--- config.mk ---
export PLATFORM = sky130hd
export DESIGN_NAME = flash_register_write_commands
export DESIGN_NICKNAME = d
export VERILOG_FILES = /design/src/hw/frw_pkg.sv /design/src/hw/frw_link_if.sv /design/src/hw/flash_register_write_commands.sv /design/src/hw/frw_op_timer.sv /design/src/hw/frw_spi_rx.sv
export SDC_FILE = /design/constraint.sdc
export NUM_CORES = 1
export LEC_CHECK = 0
export ABC_AREA = 0
export BUFFER_PORTS_ARGS = -buffer_cell sky130_fd_sc_hd__buf_2
export CAP_MARGIN = 40
export CORE_MARGIN = 2
export CORE_UTILIZATION = 40
export CTS_CLUSTER_SIZE = 24
export DETAILED_ROUTE_END_ITERATION = 7
export GPL_TIMING_DRIVEN = 0
export PLACE_DENSITY = 0.64
export SLEW_MARGIN = 30
export SYNTH_ARGS = -nofsm -noshare
export SYNTH_HDL_FRONTEND = slang
export SYNTH_SLANG_ARGS = --single-unit
--- constraint.sdc ---
create_clock -name mclk -period 3.5 [get_ports mclk]
set_input_delay 0.175 -clock mclk [delete_from_list [all_inputs] [get_ports mclk]]
set_output_delay 0.175 -clock mclk [all_outputs]
set_load 0.02 [all_outputs]
--- src/hw/frw_pkg.sv ---
`default_nettype none
// ==========================================================
// Shared constants for the register-write command block
package frw_pkg;
  // Clock and self-timed operation lengths
  localparam int CLK_PERIOD_NS = 4;
  localparam int NV_WRITE_NS = 2000;
  localparam int LOCK_WRITE_NS = 1000;
  // Least times round up to whole cycles
  localparam int NV_WRITE_CYC = (NV_WRITE_NS + CLK_PERIOD_NS - 1) / CLK_PERIOD_NS;
  localparam int LOCK_WRITE_CYC = (LOCK_WRITE_NS + CLK_PERIOD_NS - 1) / CLK_PERIOD_NS;
  localparam logic [15:0] NV_WRITE_LEN = 16'(NV_WRITE_CYC);
  localparam logic [15:0] LOCK_WRITE_LEN = 16'(LOCK_WRITE_CYC);

  // Opcodes of the serial commands
  localparam logic [7:0] OP_WRITE_ENABLE = 8'h11;
  localparam logic [7:0] OP_VOL_WRITE_ENABLE = 8'h12;
  localparam logic [7:0] OP_WRITE_DISABLE = 8'h13;
  localparam logic [7:0] OP_CLEAR_FAIL = 8'h14;
  localparam logic [7:0] OP_CLEAR_ECC = 8'h15;
  localparam logic [7:0] OP_LEGACY_WRITE = 8'h16;
  localparam logic [7:0] OP_ADDR_WRITE = 8'h17;
  localparam logic [7:0] OP_LOCK_WRITE = 8'h18;

  // Status register one bit positions
  localparam int ST_BUSY = 0;
  localparam int ST_WEL = 1;
  localparam int ST_ERS = 5;
  localparam int ST_PRG = 6;

  // Device register addresses used by the addressed write
  localparam logic [7:0] RA_STATUS1 = 8'h00;
  localparam logic [7:0] RA_CONFIG1 = 8'h02;
  localparam logic [7:0] RA_LOCK = 8'h10;
  localparam logic [7:0] RA_INTEGRITY = 8'h20;

  // Bit types and reset values
  localparam logic [7:0] STAT_RO_MASK = 8'h63;
  localparam logic [7:0] CFG_RO_MASK = 8'h02;
  localparam logic [7:0] CFG_OTP_MASK = 8'h01;
  localparam logic [7:0] STAT_RESET = 8'h00;
  localparam logic [7:0] CFG_RESET = 8'h00;
  localparam logic LOCK_RESET = 1'b1;
  localparam int BOOT_SECTOR_BITS = 18;

  // APB byte offsets
  localparam logic [7:0] APB_STATUS = 8'h00;
  localparam logic [7:0] APB_REGS = 8'h04;
  localparam logic [7:0] APB_ECC = 8'h08;
  localparam logic [7:0] APB_TRAP = 8'h0C;
  localparam logic [7:0] APB_CTRL = 8'h10;
  localparam logic [7:0] APB_LOCK = 8'h14;
  localparam logic [2:0] CTRL_RESET = 3'h0;

  typedef enum logic [1:0] {ST_IDLE, ST_NV_BUSY, ST_LOCK_BUSY, ST_FAILED} frw_state_e;
endpackage
`default_nettype wire

--- src/hw/frw_link_if.sv ---
`default_nettype none
// ==========================================================
// Byte stream from the serial receiver to the command core
interface frw_link_if;
  logic frameStart;
  logic frameEnd;
  logic byteValid;
  logic [7:0] byteData;
  modport rx (output frameStart, output frameEnd, output byteValid, output byteData);
  modport core (input frameStart, input frameEnd, input byteValid, input byteData);
endinterface
`default_nettype wire

--- src/hw/flash_register_write_commands.sv ---
// Contract
// - Write-enable command sets the enable latch, status bit 1.
// - After volatile write-enable the next register write touches volatile copies only.
// - Write-disable command clears the enable latch.
// - Write-disable is ignored while busy.
// - Clear-fail-flags resets erase error bit 5 and program error bit 6.
// - Clear-fail-flags is taken while busy; enable latch stays unchanged.
// - Clear-ECC resets detection, correction, interrupt bits, address trap and counter.
// - Clear-ECC needs no enable, is taken while busy, keeps the latch.
// - Legacy write needs a prior write-enable or volatile write-enable.
// - Legacy write erases then programs; failure sets program or erase error.
// - Addressed write needs write-enable; busy bit shows completion, bits 6:5 errors.
// - Read-only bits are never changed by addressed writes and raise no error.
// - OTP bits only move away from default; writing default back is silently ignored.
// - Changed nonvolatile bits take the write time; failure sets error, busy stays.
// - Addressed writes to lock and integrity-check registers are refused.
// - Lock-bit write needs enable, clears lock bit 0; then protection ops abort.
// - In read-password mode the lock bit forces reads into the boot sector.
// - Status stays readable during lock write; busy clears when it completes.
//
// The address map and register access over APB were chosen for this implementation.
`default_nettype none
module flash_register_write_commands
  import frw_pkg::*;
(
  input wire logic mclk,
  input wire logic reset,
  input wire logic sclk,
  input wire logic csN,
  input wire logic serialInputLine,
  input wire logic psel,
  input wire logic penable,
  input wire logic pwrite,
  input wire logic [7:0] paddr,
  input wire logic [31:0] pwdata,
  output logic [31:0] prdata,
  output logic pready,
  output logic pslverr,
  input wire logic eccCorrectEvt,
  input wire logic eccDetectEvt,
  input wire logic [31:0] eccEvtAddr,
  input wire logic protOpReq,
  output logic protOpGo,
  output logic protOpAbort,
  input wire logic [31:0] readAddrIn,
  output logic [31:0] readAddrOut
);
  // ==========================================================
  // Link receiver and operation timer
  frw_link_if link ();
  logic timerStart;
  logic [15:0] timerLen;
  logic timerDone;

  frw_spi_rx u_rx (
    .mclk(mclk),
    .reset(reset),
    .sclk(sclk),
    .csN(csN),
    .serialInputLine(serialInputLine),
    .link(link)
  );

  frw_op_timer u_timer (
    .mclk(mclk),
    .reset(reset),
    .start(timerStart),
    .length(timerLen),
    .done(timerDone)
  );

  // ==========================================================
  // State
  frw_state_e state_r;
  logic writeProgramLatch_r;
  logic volEnable_r;
  logic program_error_flag_r;
  logic erase_error_flag_r;
  logic [7:0] volStat_r;
  logic [7:0] volCfg_r;
  logic [7:0] nvStat_r;
  logic [7:0] nvCfg_r;
  logic [7:0] pendStat_r;
  logic [7:0] pendCfg_r;
  logic protectLockFlag_r;
  logic [7:0] cmd_r;
  logic [7:0] dat0_r;
  logic [7:0] dat1_r;
  logic [2:0] byteCnt_r;
  logic [4:0] eccStatusReg_r;
  logic [1:0] interruptStatusReg_r;
  logic [31:0] eccAddressTrap_r;
  logic [15:0] eccDetectCounter_r;
  logic [2:0] ctrl_r;
  logic busy;
  logic [7:0] statusOneVolatile;

  // Control bits: erase fail inject, program fail inject, read-password mode
  logic failErase;
  logic failProgram;
  logic pwdMode;
  assign failErase = ctrl_r[0];
  assign failProgram = ctrl_r[1];
  assign pwdMode = ctrl_r[2];

  assign busy = (state_r != ST_IDLE);
  // Busy, error flags and latch are live; the other bits come from the volatile copy
  always_comb begin
    statusOneVolatile = volStat_r & ~STAT_RO_MASK;
    statusOneVolatile[ST_BUSY] = busy;
    statusOneVolatile[ST_WEL] = writeProgramLatch_r;
    statusOneVolatile[ST_ERS] = erase_error_flag_r;
    statusOneVolatile[ST_PRG] = program_error_flag_r;
  end

  // ==========================================================
  // Command framing: opcode then up to two data bytes
  always_ff @(posedge mclk) begin
    if (reset) begin
      cmd_r <= 8'h00;
      dat0_r <= 8'h00;
      dat1_r <= 8'h00;
      byteCnt_r <= 3'h0;
    end else if (link.frameStart) begin
      byteCnt_r <= 3'h0;
    end else if (link.byteValid) begin
      if (byteCnt_r == 3'h0) begin
        cmd_r <= link.byteData;
      end
      if (byteCnt_r == 3'h1) begin
        dat0_r <= link.byteData;
      end
      if (byteCnt_r == 3'h2) begin
        dat1_r <= link.byteData;
      end
      if (byteCnt_r != 3'h7) begin
        byteCnt_r <= byteCnt_r + 3'h1;
      end
    end
  end

  // ==========================================================
  // Decode, acted on when chip select rises
  logic exec;
  logic doWren, doWrenv, doWrdis, doClearFail, doClearEcc;
  logic legacyOk, addrOk, regWrite, volWrite, nvStart, nvSame, doLockStart;
  logic [7:0] newStat, newCfg;

  // Bit-type merge: read-only kept, OTP only sets away from default
  function automatic logic [7:0] mergeBits(input logic [7:0] old, input logic [7:0] data,
                                           input logic [7:0] roMask, input logic [7:0] otpMask);
    mergeBits = (old & roMask) | (data & ~roMask & ~otpMask) | ((old | data) & otpMask);
  endfunction

  always_comb begin
    exec = link.frameEnd && (byteCnt_r != 3'h0);
    doWren = exec && !busy && (cmd_r == OP_WRITE_ENABLE);
    doWrenv = exec && !busy && (cmd_r == OP_VOL_WRITE_ENABLE);
    doWrdis = exec && !busy && (cmd_r == OP_WRITE_DISABLE);
    doClearFail = exec && (cmd_r == OP_CLEAR_FAIL);
    doClearEcc = exec && (cmd_r == OP_CLEAR_ECC);
    // Legacy needs either enable; one or more data bytes
    legacyOk = exec && !busy && (cmd_r == OP_LEGACY_WRITE) && (byteCnt_r >= 3'h2)
               && (writeProgramLatch_r || volEnable_r);
    // Addressed needs the full latch and exactly two data bytes, address then value
    addrOk = exec && !busy && (cmd_r == OP_ADDR_WRITE) && (byteCnt_r == 3'h3)
             && writeProgramLatch_r;
    newStat = nvStat_r;
    newCfg = nvCfg_r;
    if (volEnable_r) begin
      newStat = volStat_r;
      newCfg = volCfg_r;
    end
    regWrite = 1'b0;
    if (legacyOk) begin
      regWrite = 1'b1;
      newStat = mergeBits(newStat, dat0_r, STAT_RO_MASK, 8'h00);
      if (byteCnt_r >= 3'h3) begin
        newCfg = mergeBits(newCfg, dat1_r, CFG_RO_MASK, CFG_OTP_MASK);
      end
    end else if (addrOk) begin
      // Lock and integrity registers fall through unwritten
      if (dat0_r == RA_STATUS1) begin
        regWrite = 1'b1;
        newStat = mergeBits(newStat, dat1_r, STAT_RO_MASK, 8'h00);
      end else if (dat0_r == RA_CONFIG1) begin
        regWrite = 1'b1;
        newCfg = mergeBits(newCfg, dat1_r, CFG_RO_MASK, CFG_OTP_MASK);
      end
    end
    volWrite = regWrite && volEnable_r;
    nvSame = (newStat == nvStat_r) && (newCfg == nvCfg_r);
    nvStart = regWrite && !volEnable_r && !nvSame;
    doLockStart = exec && !busy && (cmd_r == OP_LOCK_WRITE) && writeProgramLatch_r;
    timerStart = nvStart || doLockStart;
    timerLen = nvStart ? NV_WRITE_LEN : LOCK_WRITE_LEN;
  end

  // ==========================================================
  // Operation sequencer; busy stays set after a failure
  always_ff @(posedge mclk) begin
    if (reset) begin
      state_r <= ST_IDLE;
    end else begin
      case (state_r)
        ST_IDLE: begin
          if (nvStart) begin
            state_r <= ST_NV_BUSY;
          end else if (doLockStart) begin
            state_r <= ST_LOCK_BUSY;
          end
        end
        ST_NV_BUSY: begin
          if (timerDone) begin
            state_r <= (failErase || failProgram) ? ST_FAILED : ST_IDLE;
          end
        end
        ST_LOCK_BUSY: begin
          if (timerDone) begin
            state_r <= ST_IDLE;
          end
        end
        ST_FAILED: begin
          if (doClearFail) begin
            state_r <= ST_IDLE;
          end
        end
        default: state_r <= ST_IDLE;
      endcase
    end
  end

  // Pending values held across the self-timed write
  always_ff @(posedge mclk) begin
    if (reset) begin
      pendStat_r <= STAT_RESET;
      pendCfg_r <= CFG_RESET;
    end else if (nvStart) begin
      pendStat_r <= newStat;
      pendCfg_r <= newCfg;
    end
  end

  // ==========================================================
  // Enable latch and volatile-only enable
  always_ff @(posedge mclk) begin
    if (reset) begin
      writeProgramLatch_r <= 1'b0;
      volEnable_r <= 1'b0;
    end else begin
      if (doWren) begin
        writeProgramLatch_r <= 1'b1;
        volEnable_r <= 1'b0;
      end else if (doWrenv) begin
        volEnable_r <= 1'b1;
      end else if (doWrdis) begin
        writeProgramLatch_r <= 1'b0;
        volEnable_r <= 1'b0;
      end else if (regWrite && (volEnable_r || nvSame)) begin
        writeProgramLatch_r <= 1'b0;
        volEnable_r <= 1'b0;
      end else if (timerDone && state_r == ST_LOCK_BUSY) begin
        writeProgramLatch_r <= 1'b0;
      end else if (timerDone && state_r == ST_NV_BUSY && !(failErase || failProgram)) begin
        writeProgramLatch_r <= 1'b0;
      end
    end
  end

  // Error flags: a failure in the clearing cycle still sets the flag
  always_ff @(posedge mclk) begin
    if (reset) begin
      program_error_flag_r <= 1'b0;
      erase_error_flag_r <= 1'b0;
    end else begin
      if (doClearFail) begin
        program_error_flag_r <= 1'b0;
        erase_error_flag_r <= 1'b0;
      end
      if (timerDone && state_r == ST_NV_BUSY) begin
        if (failErase) begin
          erase_error_flag_r <= 1'b1;
        end
        if (failProgram) begin
          program_error_flag_r <= 1'b1;
        end
      end
    end
  end

  // Register copies; nonvolatile copy only moves after a good write
  always_ff @(posedge mclk) begin
    if (reset) begin
      volStat_r <= STAT_RESET;
      volCfg_r <= CFG_RESET;
      nvStat_r <= STAT_RESET;
      nvCfg_r <= CFG_RESET;
    end else if (volWrite) begin
      volStat_r <= newStat;
      volCfg_r <= newCfg;
    end else if (timerDone && state_r == ST_NV_BUSY && !(failErase || failProgram)) begin
      nvStat_r <= pendStat_r;
      nvCfg_r <= pendCfg_r;
      volStat_r <= pendStat_r;
      volCfg_r <= pendCfg_r;
    end
  end

  // Lock flag cleared only by its own command at completion
  always_ff @(posedge mclk) begin
    if (reset) begin
      protectLockFlag_r <= LOCK_RESET;
    end else if (timerDone && state_r == ST_LOCK_BUSY) begin
      protectLockFlag_r <= 1'b0;
    end
  end

  // ==========================================================
  // ECC status: new events win over a clear in the same cycle
  always_ff @(posedge mclk) begin
    if (reset) begin
      eccStatusReg_r <= 5'h00;
      interruptStatusReg_r <= 2'h0;
      eccAddressTrap_r <= 32'h0000_0000;
      eccDetectCounter_r <= 16'h0000;
    end else begin
      if (doClearEcc) begin
        eccStatusReg_r <= 5'h00;
        interruptStatusReg_r <= 2'h0;
        eccAddressTrap_r <= 32'h0000_0000;
        eccDetectCounter_r <= 16'h0000;
      end
      if (eccCorrectEvt) begin
        eccStatusReg_r[3] <= 1'b1;
        interruptStatusReg_r[0] <= 1'b1;
      end
      if (eccDetectEvt) begin
        eccStatusReg_r[4] <= 1'b1;
        interruptStatusReg_r[1] <= 1'b1;
        eccAddressTrap_r <= eccEvtAddr;
        eccDetectCounter_r <= (doClearEcc ? 16'h0000 : eccDetectCounter_r) + 16'h0001;
      end
    end
  end

  // ==========================================================
  // Protection side effects of the lock bit
  always_ff @(posedge mclk) begin
    if (reset) begin
      protOpGo <= 1'b0;
      protOpAbort <= 1'b0;
      readAddrOut <= 32'h0000_0000;
    end else begin
      protOpGo <= protOpReq && protectLockFlag_r;
      protOpAbort <= protOpReq && !protectLockFlag_r;
      readAddrOut <= readAddrIn;
      if (pwdMode && !protectLockFlag_r) begin
        // Keeps reads inside the boot sector while the lock bit is clear
        readAddrOut <= {{(32 - BOOT_SECTOR_BITS){1'b0}}, readAddrIn[BOOT_SECTOR_BITS-1:0]};
      end
    end
  end

  // ==========================================================
  // APB slave: no wait state, data latched in the setup cycle
  logic apbSetup;
  logic apbMapped;
  assign apbSetup = psel && !penable && !pready;
  assign apbMapped = (paddr == APB_STATUS) || (paddr == APB_REGS) || (paddr == APB_ECC)
                     || (paddr == APB_TRAP) || (paddr == APB_CTRL) || (paddr == APB_LOCK);

  // Status read stays live even during self-timed operations
  always_ff @(posedge mclk) begin
    if (reset) begin
      pready <= 1'b0;
      pslverr <= 1'b0;
      prdata <= 32'h0000_0000;
    end else begin
      pready <= apbSetup;
      pslverr <= apbSetup && !apbMapped;
      if (apbSetup && !pwrite) begin
        case (paddr)
          APB_STATUS: prdata <= {24'h000000, statusOneVolatile};
          APB_REGS: prdata <= {nvCfg_r, nvStat_r, volCfg_r, volStat_r};
          APB_ECC: prdata <= {eccDetectCounter_r, 6'h00, interruptStatusReg_r, 3'h0, eccStatusReg_r};
          APB_TRAP: prdata <= eccAddressTrap_r;
          APB_CTRL: prdata <= {29'h00000000, ctrl_r};
          APB_LOCK: prdata <= {31'h00000000, protectLockFlag_r};
          default: prdata <= 32'h0000_0000;
        endcase
      end else if (apbSetup) begin
        prdata <= 32'h0000_0000;
      end
    end
  end

  // Control register write at the completing edge
  always_ff @(posedge mclk) begin
    if (reset) begin
      ctrl_r <= CTRL_RESET;
    end else if (psel && penable && pready && pwrite && (paddr == APB_CTRL)) begin
      ctrl_r <= pwdata[2:0];
    end
  end
endmodule // flash_register_write_commands
`default_nettype wire

--- src/hw/frw_op_timer.sv ---
`default_nettype none
// ==========================================================
// Countdown for the self-timed operations; done is one pulse
module frw_op_timer (
  input wire logic mclk,
  input wire logic reset,
  input wire logic start,
  input wire logic [15:0] length,
  output logic done
);
  logic [15:0] cnt_r;
  logic run_r;

  // A fresh start reloads the count
  always_ff @(posedge mclk) begin
    if (reset) begin
      cnt_r <= 16'h0000;
      run_r <= 1'b0;
      done <= 1'b0;
    end else begin
      done <= 1'b0;
      if (start) begin
        cnt_r <= length;
        run_r <= 1'b1;
      end else if (run_r) begin
        if (cnt_r <= 16'h0001) begin
          run_r <= 1'b0;
          done <= 1'b1;
        end else begin
          cnt_r <= cnt_r - 16'h0001;
        end
      end
    end
  end
endmodule // frw_op_timer
`default_nettype wire

--- src/hw/frw_spi_rx.sv ---
`default_nettype none
// ==========================================================
// Serial receiver: samples the pins on mclk, shifts bytes MSB first
module frw_spi_rx (
  input wire logic mclk,
  input wire logic reset,
  input wire logic sclk,
  input wire logic csN,
  input wire logic serialInputLine,
  frw_link_if.rx link
);
  logic [1:0] sclkSync_r;
  logic [1:0] csSync_r;
  logic [1:0] siSync_r;
  logic sclkPrev_r;
  logic csPrev_r;
  logic [2:0] bitCnt_r;
  logic [6:0] shift_r;
  logic sclkRise;

  // Two-stage synchronisers; only stage one feeds stage two
  always_ff @(posedge mclk) begin
    if (reset) begin
      sclkSync_r <= 2'h0;
      csSync_r <= 2'h3;
      siSync_r <= 2'h0;
      sclkPrev_r <= 1'b0;
      csPrev_r <= 1'b1;
    end else begin
      sclkSync_r <= {sclkSync_r[0], sclk};
      csSync_r <= {csSync_r[0], csN};
      siSync_r <= {siSync_r[0], serialInputLine};
      sclkPrev_r <= sclkSync_r[1];
      csPrev_r <= csSync_r[1];
    end
  end

  assign sclkRise = sclkSync_r[1] & ~sclkPrev_r & ~csSync_r[1];

  // Shift on rising serial clock, restart at every frame
  always_ff @(posedge mclk) begin
    if (reset) begin
      bitCnt_r <= 3'h0;
      shift_r <= 7'h00;
      link.byteValid <= 1'b0;
      link.byteData <= 8'h00;
      link.frameStart <= 1'b0;
      link.frameEnd <= 1'b0;
    end else begin
      link.frameStart <= csPrev_r & ~csSync_r[1];
      link.frameEnd <= ~csPrev_r & csSync_r[1];
      link.byteValid <= 1'b0;
      if (csSync_r[1]) begin
        bitCnt_r <= 3'h0;
      end else if (sclkRise) begin
        shift_r <= {shift_r[5:0], siSync_r[1]};
        bitCnt_r <= bitCnt_r + 3'h1;
        if (bitCnt_r == 3'h7) begin
          link.byteValid <= 1'b1;
          link.byteData <= {shift_r, siSync_r[1]};
        end
      end
    end
  end
endmodule // frw_spi_rx
`default_nettype wire

==> impl_metrics.yaml, run 1 <==
clock_network:
  tritoncts: "built"
  clock-root-buffer: "sky130_fd_sc_hd__clkbuf_16"
  clk_pin_slew_worst_paths_ns: 0.06
  number_of_h_tree_branching_levels: 1
  cts.path.max_buffers: 3
  clk-insertion-delay-late_ns: 0.57
  cts.sinks: 249
  cts_made_buffers: 29
synthesis:
  syn_nets: 1440
  ys_seq_elements: 249
  synth-warning-count: 0
  library_cells_used_by_synthesis: 64
  syn-mean-instance-area_sq_um: 8.34
  synth_top_flop_cell: "sky130_fd_sc_hd__dfxtp_1"
  post_synth_instance_area_sq_mm: 0.0110
  post_synth_inst_count: 1314
  synth.yosys.seq_area_share: 0.455
  async_flop_share: 0
  synth_edf_count: 0
detailed_routing:
  postRouteAntennaNets: 0
  met2WireLength_mm: 15.6
  dr.pass1.iters: 5
  vias_per_cell: 5.42
  drc: 0
  post_drt_wl_per_cell_um: 17.8
  top_signal_layer_used: "met4"
  detailroute.wirelength.met3_mm: 2.28
  m1WireLength_mm: 14.7
  detailedRoute.firstIterationViolations: 909
  num_vias: 10500
  total_wire_length_after_detailed_routing_mm: 34.4
pwr:
  leak_nw: 5.45
  power_density_mw_per_mm2: 465
  peak_supply_drop_uv: 351
  totalPowerFinal_mw: 6.48
cells_and_area:
  flow.area_growth_from_synthesis_pct: 27.1
  ff_latch_area_sq_mm: 0.00498
  total_area_of_multi_input_combinational_cells_sq_mm: 0.00557
  layout.cell_area.non_filler_sq_mm: 0.0139
  final_layout_size_suffix_gt1_frac: 0.154
  n_fill_cell: 2529
  antennaDiodeCount: 0
  fin_nets: 1697
sta:
  tns_ns: 0
  report.final.setup_viol: 0
  final-hold-violation-count: 0
  tightestPinTransition_ns: 0.816
  fmaxAchievable_mhz: 304
  fin_crit_sh: 0.939
  final.setup.worst_slack_ns: 0.213
  holdWs_ns: 0.0262
  relSlewSlack: 0.455
  layout_min_cycle_time_ns: 3.29
  grt_setup_unrepaired: "no"
  finClkSkew_ns: 0.0303
  slew_violations: 0
die:
  num_io_pins: 183
  die_x_um: 170
  design.core.area_sq_mm: 0.0270
  floorplan.die_area_sq_mm: 0.0287
  starting_density_of_the_core: 0.407
  placement_rows: 60
  chipHeight_um: 170
grt:
  grt_usage: 0.234
  number_of_antenna_violations_at_the_first_check_in_global_routing: 0
  largest_net_degree_at_the_start_of_global_routing: 16
  grt_remaining_overflow: 0
  grt_pass1_vias: 10100
  grt_first_pass_wirelength_mm: 53.8
worst_setup_path:
  critPathMaxFanout: 8
  cpLargestDelayFamily: "simple AND/OR/NAND/NOR gates"
  worst_setup_path_end_kind: "flip-flop"
  worst_setup_path_start_kind: "flip-flop"
  r2r-start: "byteCnt_r[1]"
  worst_path_largest_cell_delay_ns: 0.54
  critical_path_buffer_and_inverter_count: 1
  timing.reg2reg.setup_slack_ns: 0.21
  critical_path_cell_count: 10
  critical-path-slowest-cell: "sky130_fd_sc_hd__or4_1"
  critPathLaunch: "byteCnt_r[1]"
  critical_path_most_common_cell: "sky130_fd_sc_hd__ha_1"
  worst_reg2reg_path_depth: 10
  worst_ep_required_time_ns: 3.99
  cp_cell_sequence: "ha_1, ha_1, nor2b_1, and4b_1, o2bb2ai_1, or4_1, and4_1, clkbuf_1, a31oi_2, o21a_1"
  timing.critical_path.arrival_ns: 3.78
  rr_endpoint: "u_timer.cnt_r[8]"
  path_class: "flip-flop to flip-flop"
  critPathCapture: "u_timer.cnt_r[8]"
status:
  outcome: "complete, no violations"
placement:
  place_ws_ns: 0.0132
  placement.io_buffers: 151
  placed_cell_area_sq_mm: 0.0122
  finalWeightedCongestion: 0.916
  hpwl_mm: 25.2
run:
  cap_viol_max_count: 0
hold_path:
  timing.hold.worst.start: "paddr[3]"
  hold_path_class: "input port to flip-flop"
synth_stat cells (12+ instances only):
| cell type | number | share of area |
|---|---|---|
| sky130_fd_sc_hd__nand4_1 | 22 | 0.013 |
| sky130_fd_sc_hd__and3_1 | 19 | 0.011 |
| sky130_fd_sc_hd__mux2i_1 | 38 | 0.035 |
| sky130_fd_sc_hd__clkbuf_1 | 80 | 0.027 |
| sky130_fd_sc_hd__nor3_1 | 12 | 0.0055 |
| sky130_fd_sc_hd__xnor2_1 | 27 | 0.022 |
| sky130_fd_sc_hd__and2_1 | 21 | 0.012 |
| sky130_fd_sc_hd__a22oi_1 | 54 | 0.037 |
| sky130_fd_sc_hd__nor2_1 | 179 | 0.061 |
| sky130_fd_sc_hd__nand3_1 | 36 | 0.016 |
| sky130_fd_sc_hd__xor2_1 | 18 | 0.014 |
| sky130_fd_sc_hd__nor3b_1 | 16 | 0.011 |
| sky130_fd_sc_hd__a31oi_1 | 15 | 0.0086 |
| sky130_fd_sc_hd__nor2b_1 | 49 | 0.028 |
| sky130_fd_sc_hd__a21oi_1 | 104 | 0.047 |
| sky130_fd_sc_hd__dfxtp_1 | 249 | 0.45 |
| sky130_fd_sc_hd__inv_1 | 12 | 0.0041 |
| sky130_fd_sc_hd__o21ai_0 | 48 | 0.022 |
| sky130_fd_sc_hd__nand2_1 | 167 | 0.057 |
cell usage in the layout (no fill, tap or decap), drive strengths merged, types with 8 or more instances in the layout:
master       count
and3            19
nand4           22
nand2b           8
nor3b           16
clkinv          12
mux2             9
a21oi          104
dfxtp          249
nor4             8
buf            166
nor2b           49
a22o            10
nand3           36
inv             15
mux2i           38
dlygate4sd3     72
a31oi           15
xor2            18
or3              8
a22oi           55
nand2          167
xnor2           27
ha              11
nor3            12
o31ai            8
clkbuf         111
nor2           179
and2            21
o21ai           48
what timing repair did:
| action | CTS | global route |
|---|---|---|
| pin swaps | 0 | 1 |
| hold endpoints to repair | 73 | 0 |
| gates resized for setup | 1 | 8 |
| setup endpoints to repair | 1 | 32 |
| setup buffers | 0 | 1 |
| hold buffers | 72 | 0 |
state kept, by name, indices dropped and copies added (netlist names), 16 cells and up:
signal / count
eccDetectCounter_r: 16
eccAddressTrap_r: 32
prdata: 32
readAddrOut: 32
u_timer.cnt_r: 16
worst min path at each step:
stage,to,slack [ns],cells after the start
6_report,pslverr,0.03,3
5_1_grt,pslverr,0.04,3
4_1_cts,pslverr,0.009,3
3_5_place_dp,u_rx.csSync_r[0],0.36,2
3_3_place_gp,u_rx.csSync_r[0],0.36,2
2_1_floorplan,u_rx.csSync_r[0],0.28,1
stage by stage:
step                utilization  std cells
floorplan                     -       1314
global placement          0.451       1806
detailed placement        0.451       1808
CTS                       0.516       1934
global route              0.517       1935
finish                    0.517       1935
final cells by class:
| cell class | count | share of cell area |
|---|---|---|
| plain buffers | 93 | 0.0271 |
| clock buffers | 31 | 0.0533 |
| clock inverters | 23 | 0.0206 |
| inverters | 13 | 0.00350 |
| multi-input cells | 959 | 0.400 |
| flip-flops and latches | 249 | 0.358 |
| well taps | 341 | 0.0306 |
| repair buffers | 226 | 0.108 |
tightest hold or removal path, cell delays in order:
cell                      delay, ns
sky130_fd_sc_hd__buf_2         0.13
sky130_fd_sc_hd__a21oi_1       0.17
sky130_fd_sc_hd__nor3_1        0.07
layer usage:
| metal | vias up | global-route usage |
|---|---|---|
| met5 | - | 0 |
| met4 | 0 | 0.113 |
| met3 | 100 | 0.0368 |
| met2 | 392 | 0.385 |
| met1 | 4920 | 0.300 |
| li1 | 5081 | - |
kinds of logic after synthesis:
family,Yosys count,synth area share
muxes,47,0.0439
AOI/OAI and AO/OA,274,0.157
DFF,249,0.455
xor gates and xnor gates,45,0.0360
adders and majority gates,11,0.0126
and+or+nand+nor,582,0.258
buffers and inverters,106,0.0386
where the power goes:
part	internal, mW	total, mW	switching (mW)
Sequential	2.88	2.91	0.0255
Clock	1.93	3.21	1.28
Combinational	0.153	0.354	0.201
Total	4.97	6.48	1.51
Power figures use the tool's default switching activity.
==> inputs of run 2 (changes only) <==
--- a/config.mk
+++ b/config.mk
@@ -13,6 +13,7 @@
 export CTS_CLUSTER_SIZE = 24
 export DETAILED_ROUTE_END_ITERATION = 7
 export GPL_TIMING_DRIVEN = 0
+export HOLD_SLACK_MARGIN = 0.05
 export PLACE_DENSITY = 0.64
 export SLEW_MARGIN = 30
 export SYNTH_ARGS = -nofsm -noshare
==> impl_metrics.yaml, run 2 (synthesized netlist as in run 1, its figures left out) <==
hold_path:
  min_delay_path_depth: 3
  hold_path_class: "input port to flip-flop"
  worst_hold_path.endpoint: "pslverr"
  timing.hold.worst.start: "paddr[4]"
cells_and_area:
  layout.cell_area.non_filler_sq_mm: 0.0139
  antennaDiodeCount: 0
  final_layout_size_suffix_gt1_frac: 0.154
  fin_nets: 1698
  mostFrequentLayoutCells: "sky130_fd_sc_hd__dfxtp_1 (249), sky130_fd_sc_hd__nor2_1 (179), sky130_fd_sc_hd__nand2_1 (167)"
  leading_cell_type_in_the_layout_fill_and_taps_excluded: "sky130_fd_sc_hd__dfxtp_1"
  flow.area_growth_from_synthesis_pct: 27.2
  largestRegisters: "eccAddressTrap_r x32, prdata x32, readAddrOut x32"
worst_setup_path:
  path_class: "flip-flop to flip-flop"
  worst_ep_required_time_ns: 3.99
  critical_path_most_common_cell: "sky130_fd_sc_hd__ha_1"
  critPathMaxFanout: 8
  worst_path_largest_cell_delay_ns: 0.55
  worst_reg2reg_path_depth: 10
  worst_setup_path_start_kind: "flip-flop"
  timing.critical_path.arrival_ns: 3.80
  timing.reg2reg.setup_slack_ns: 0.20
  cp_cell_sequence: "ha_1, ha_1, nor2b_1, and4b_1, o2bb2ai_1, or4_1, and4_1, clkbuf_1, a31oi_2, o21a_1"
  rr_endpoint: "u_timer.cnt_r[8]"
  critical-path-slowest-cell: "sky130_fd_sc_hd__or4_1"
  r2r-start: "byteCnt_r[1]"
  worst_setup_path_end_kind: "flip-flop"
clock_network:
  clk_pin_slew_worst_paths_ns: 0.06
  cts.sinks: 249
  number_of_h_tree_branching_levels: 1
  clk-insertion-delay-late_ns: 0.58
  clock-root-buffer: "sky130_fd_sc_hd__clkbuf_16"
  cts.path.max_buffers: 3
  cts_made_buffers: 29
  tritoncts: "built"
die:
  starting_density_of_the_core: 0.407
  die_x_um: 170
  num_io_pins: 183
  chipHeight_um: 170
  design.core.area_sq_mm: 0.0270
  floorplan.die_area_sq_mm: 0.0287
  placement_rows: 60
placement:
  finalWeightedCongestion: 0.916
  hpwl_mm: 25.2
  placement.io_buffers: 151
  placed_cell_area_sq_mm: 0.0122
grt:
  grt_pass1_vias: 10100
  number_of_antenna_violations_at_the_first_check_in_global_routing: 0
  grt_usage: 0.234
  largest_net_degree_at_the_start_of_global_routing: 16
  grt_remaining_overflow: 0
  grt_first_pass_wirelength_mm: 53.8
sta:
  layout_min_cycle_time_ns: 3.30
  relSlewSlack: 0.450
  report.final.setup_viol: 0
  finClkSkew_ns: 0.0314
  tns_ns: 0
  slew_violations: 0
  final-hold-violation-count: 0
  tightestPinTransition_ns: 0.823
  fmaxAchievable_mhz: 303
  fin_crit_sh: 0.944
  grt_setup_unrepaired: "no"
detailed_routing:
  drc: 0
  vias_per_cell: 5.45
  num_vias: 10600
  postRouteAntennaNets: 0
  detailedRoute.firstIterationViolations: 895
  dr.pass1.iters: 5
  total_wire_length_after_detailed_routing_mm: 34.6
  post_drt_wl_per_cell_um: 17.9
pwr:
  leak_nw: 5.46
  peak_supply_drop_uv: 351
  power_density_mw_per_mm2: 465
  totalPowerFinal_mw: 6.48
status:
  outcome: "complete, no violations"
run:
  cap_viol_max_count: 0
==> run 2: cell count changes in the layout (fill, tap and decap cells not counted), sizes merged <==
cell	delta
dlygate4sd3	+1
==> run 2: layer usage <==
layer | share of wire | vias to the layer above | GRT usage
li1 | - | 5084 | -
met1 | 0.43 | 4986 | 0.300
met2 | 0.45 | 387 | 0.385
met3 | 0.063 | 97 | 0.0368
met4 | 0.052 | 0 | 0.113
met5 | 0 | - | 0
==> run 2: how the worst max path moves through the flow <==
stage                  from  slack [ns]                   to  cells past startpoint
6_report       byteCnt_r[1]        0.20     u_timer.cnt_r[8]                     10
3_5_place_dp   byteCnt_r[0]        0.01     u_timer.cnt_r[8]                     11
2_1_floorplan  byteCnt_r[0]        0.70     u_timer.cnt_r[4]                     11
3_3_place_gp   byteCnt_r[0]        0.05     u_timer.cnt_r[8]                     11
4_1_cts        byteCnt_r[0]        0.12          volCfg_r[2]                     11
5_1_grt        byteCnt_r[1]        0.02  writeProgramLatch_r                     10
==> run 2: final cells by class <==
class | count | area, sq um
Fill cell | 2527 | 13000
Multi-Input combinational cell | 959 | 5570
Sequential cell | 249 | 4980
Timing Repair Buffer | 227 | 1510
Clock buffer | 31 | 743
Tap cell | 341 | 427
Buffer | 93 | 378
Clock inverter | 23 | 287
Inverter | 13 | 48.8
==> run 2: critical path: cells and delay by family, from the launching register on <==
kind	cells	cell delay (ns)
AO/OA/AOI/OAI	3	0.91
AND/OR/NAND/NOR	4	1.27
flip-flops	1	0.43
adder cells (fa/ha/maj)	2	0.43
buffers and inverters	1	0.21
==> run 2: stage by stage <==
stage          hold slack (ns)  instances  setup slack (ns)   util
2_1_floorplan            0.279       1314             0.704      -
3_3_place_gp             0.362       1806            0.0454  0.451
3_5_place_dp             0.364       1808            0.0132  0.451
4_1_cts                 0.0522       1935             0.115  0.517
5_1_grt                 0.0898       1936            0.0182  0.518
6_report                0.0709       1936             0.197  0.518
==> run 2: what timing repair did <==
| action | CTS | global route |
|---|---|---|
| gates resized for setup | 1 | 8 |
| pin swaps | 0 | 1 |
| hold buffers | 73 | 0 |
| hold endpoints to repair | 74 | 0 |
| endpoints found under the setup margin | 1 | 32 |
| buffers inserted | 0 | 1 |
==> run 2: power breakdown <==
| part | internal (mW) | leakage, nW | switching (mW) |
|---|---|---|---|
| clock network | 1.93 | 0.503 | 1.28 |
| logic | 0.154 | 2.93 | 0.202 |
| registers | 2.88 | 2.02 | 0.0255 |
| total | 4.97 | 5.46 | 1.51 |
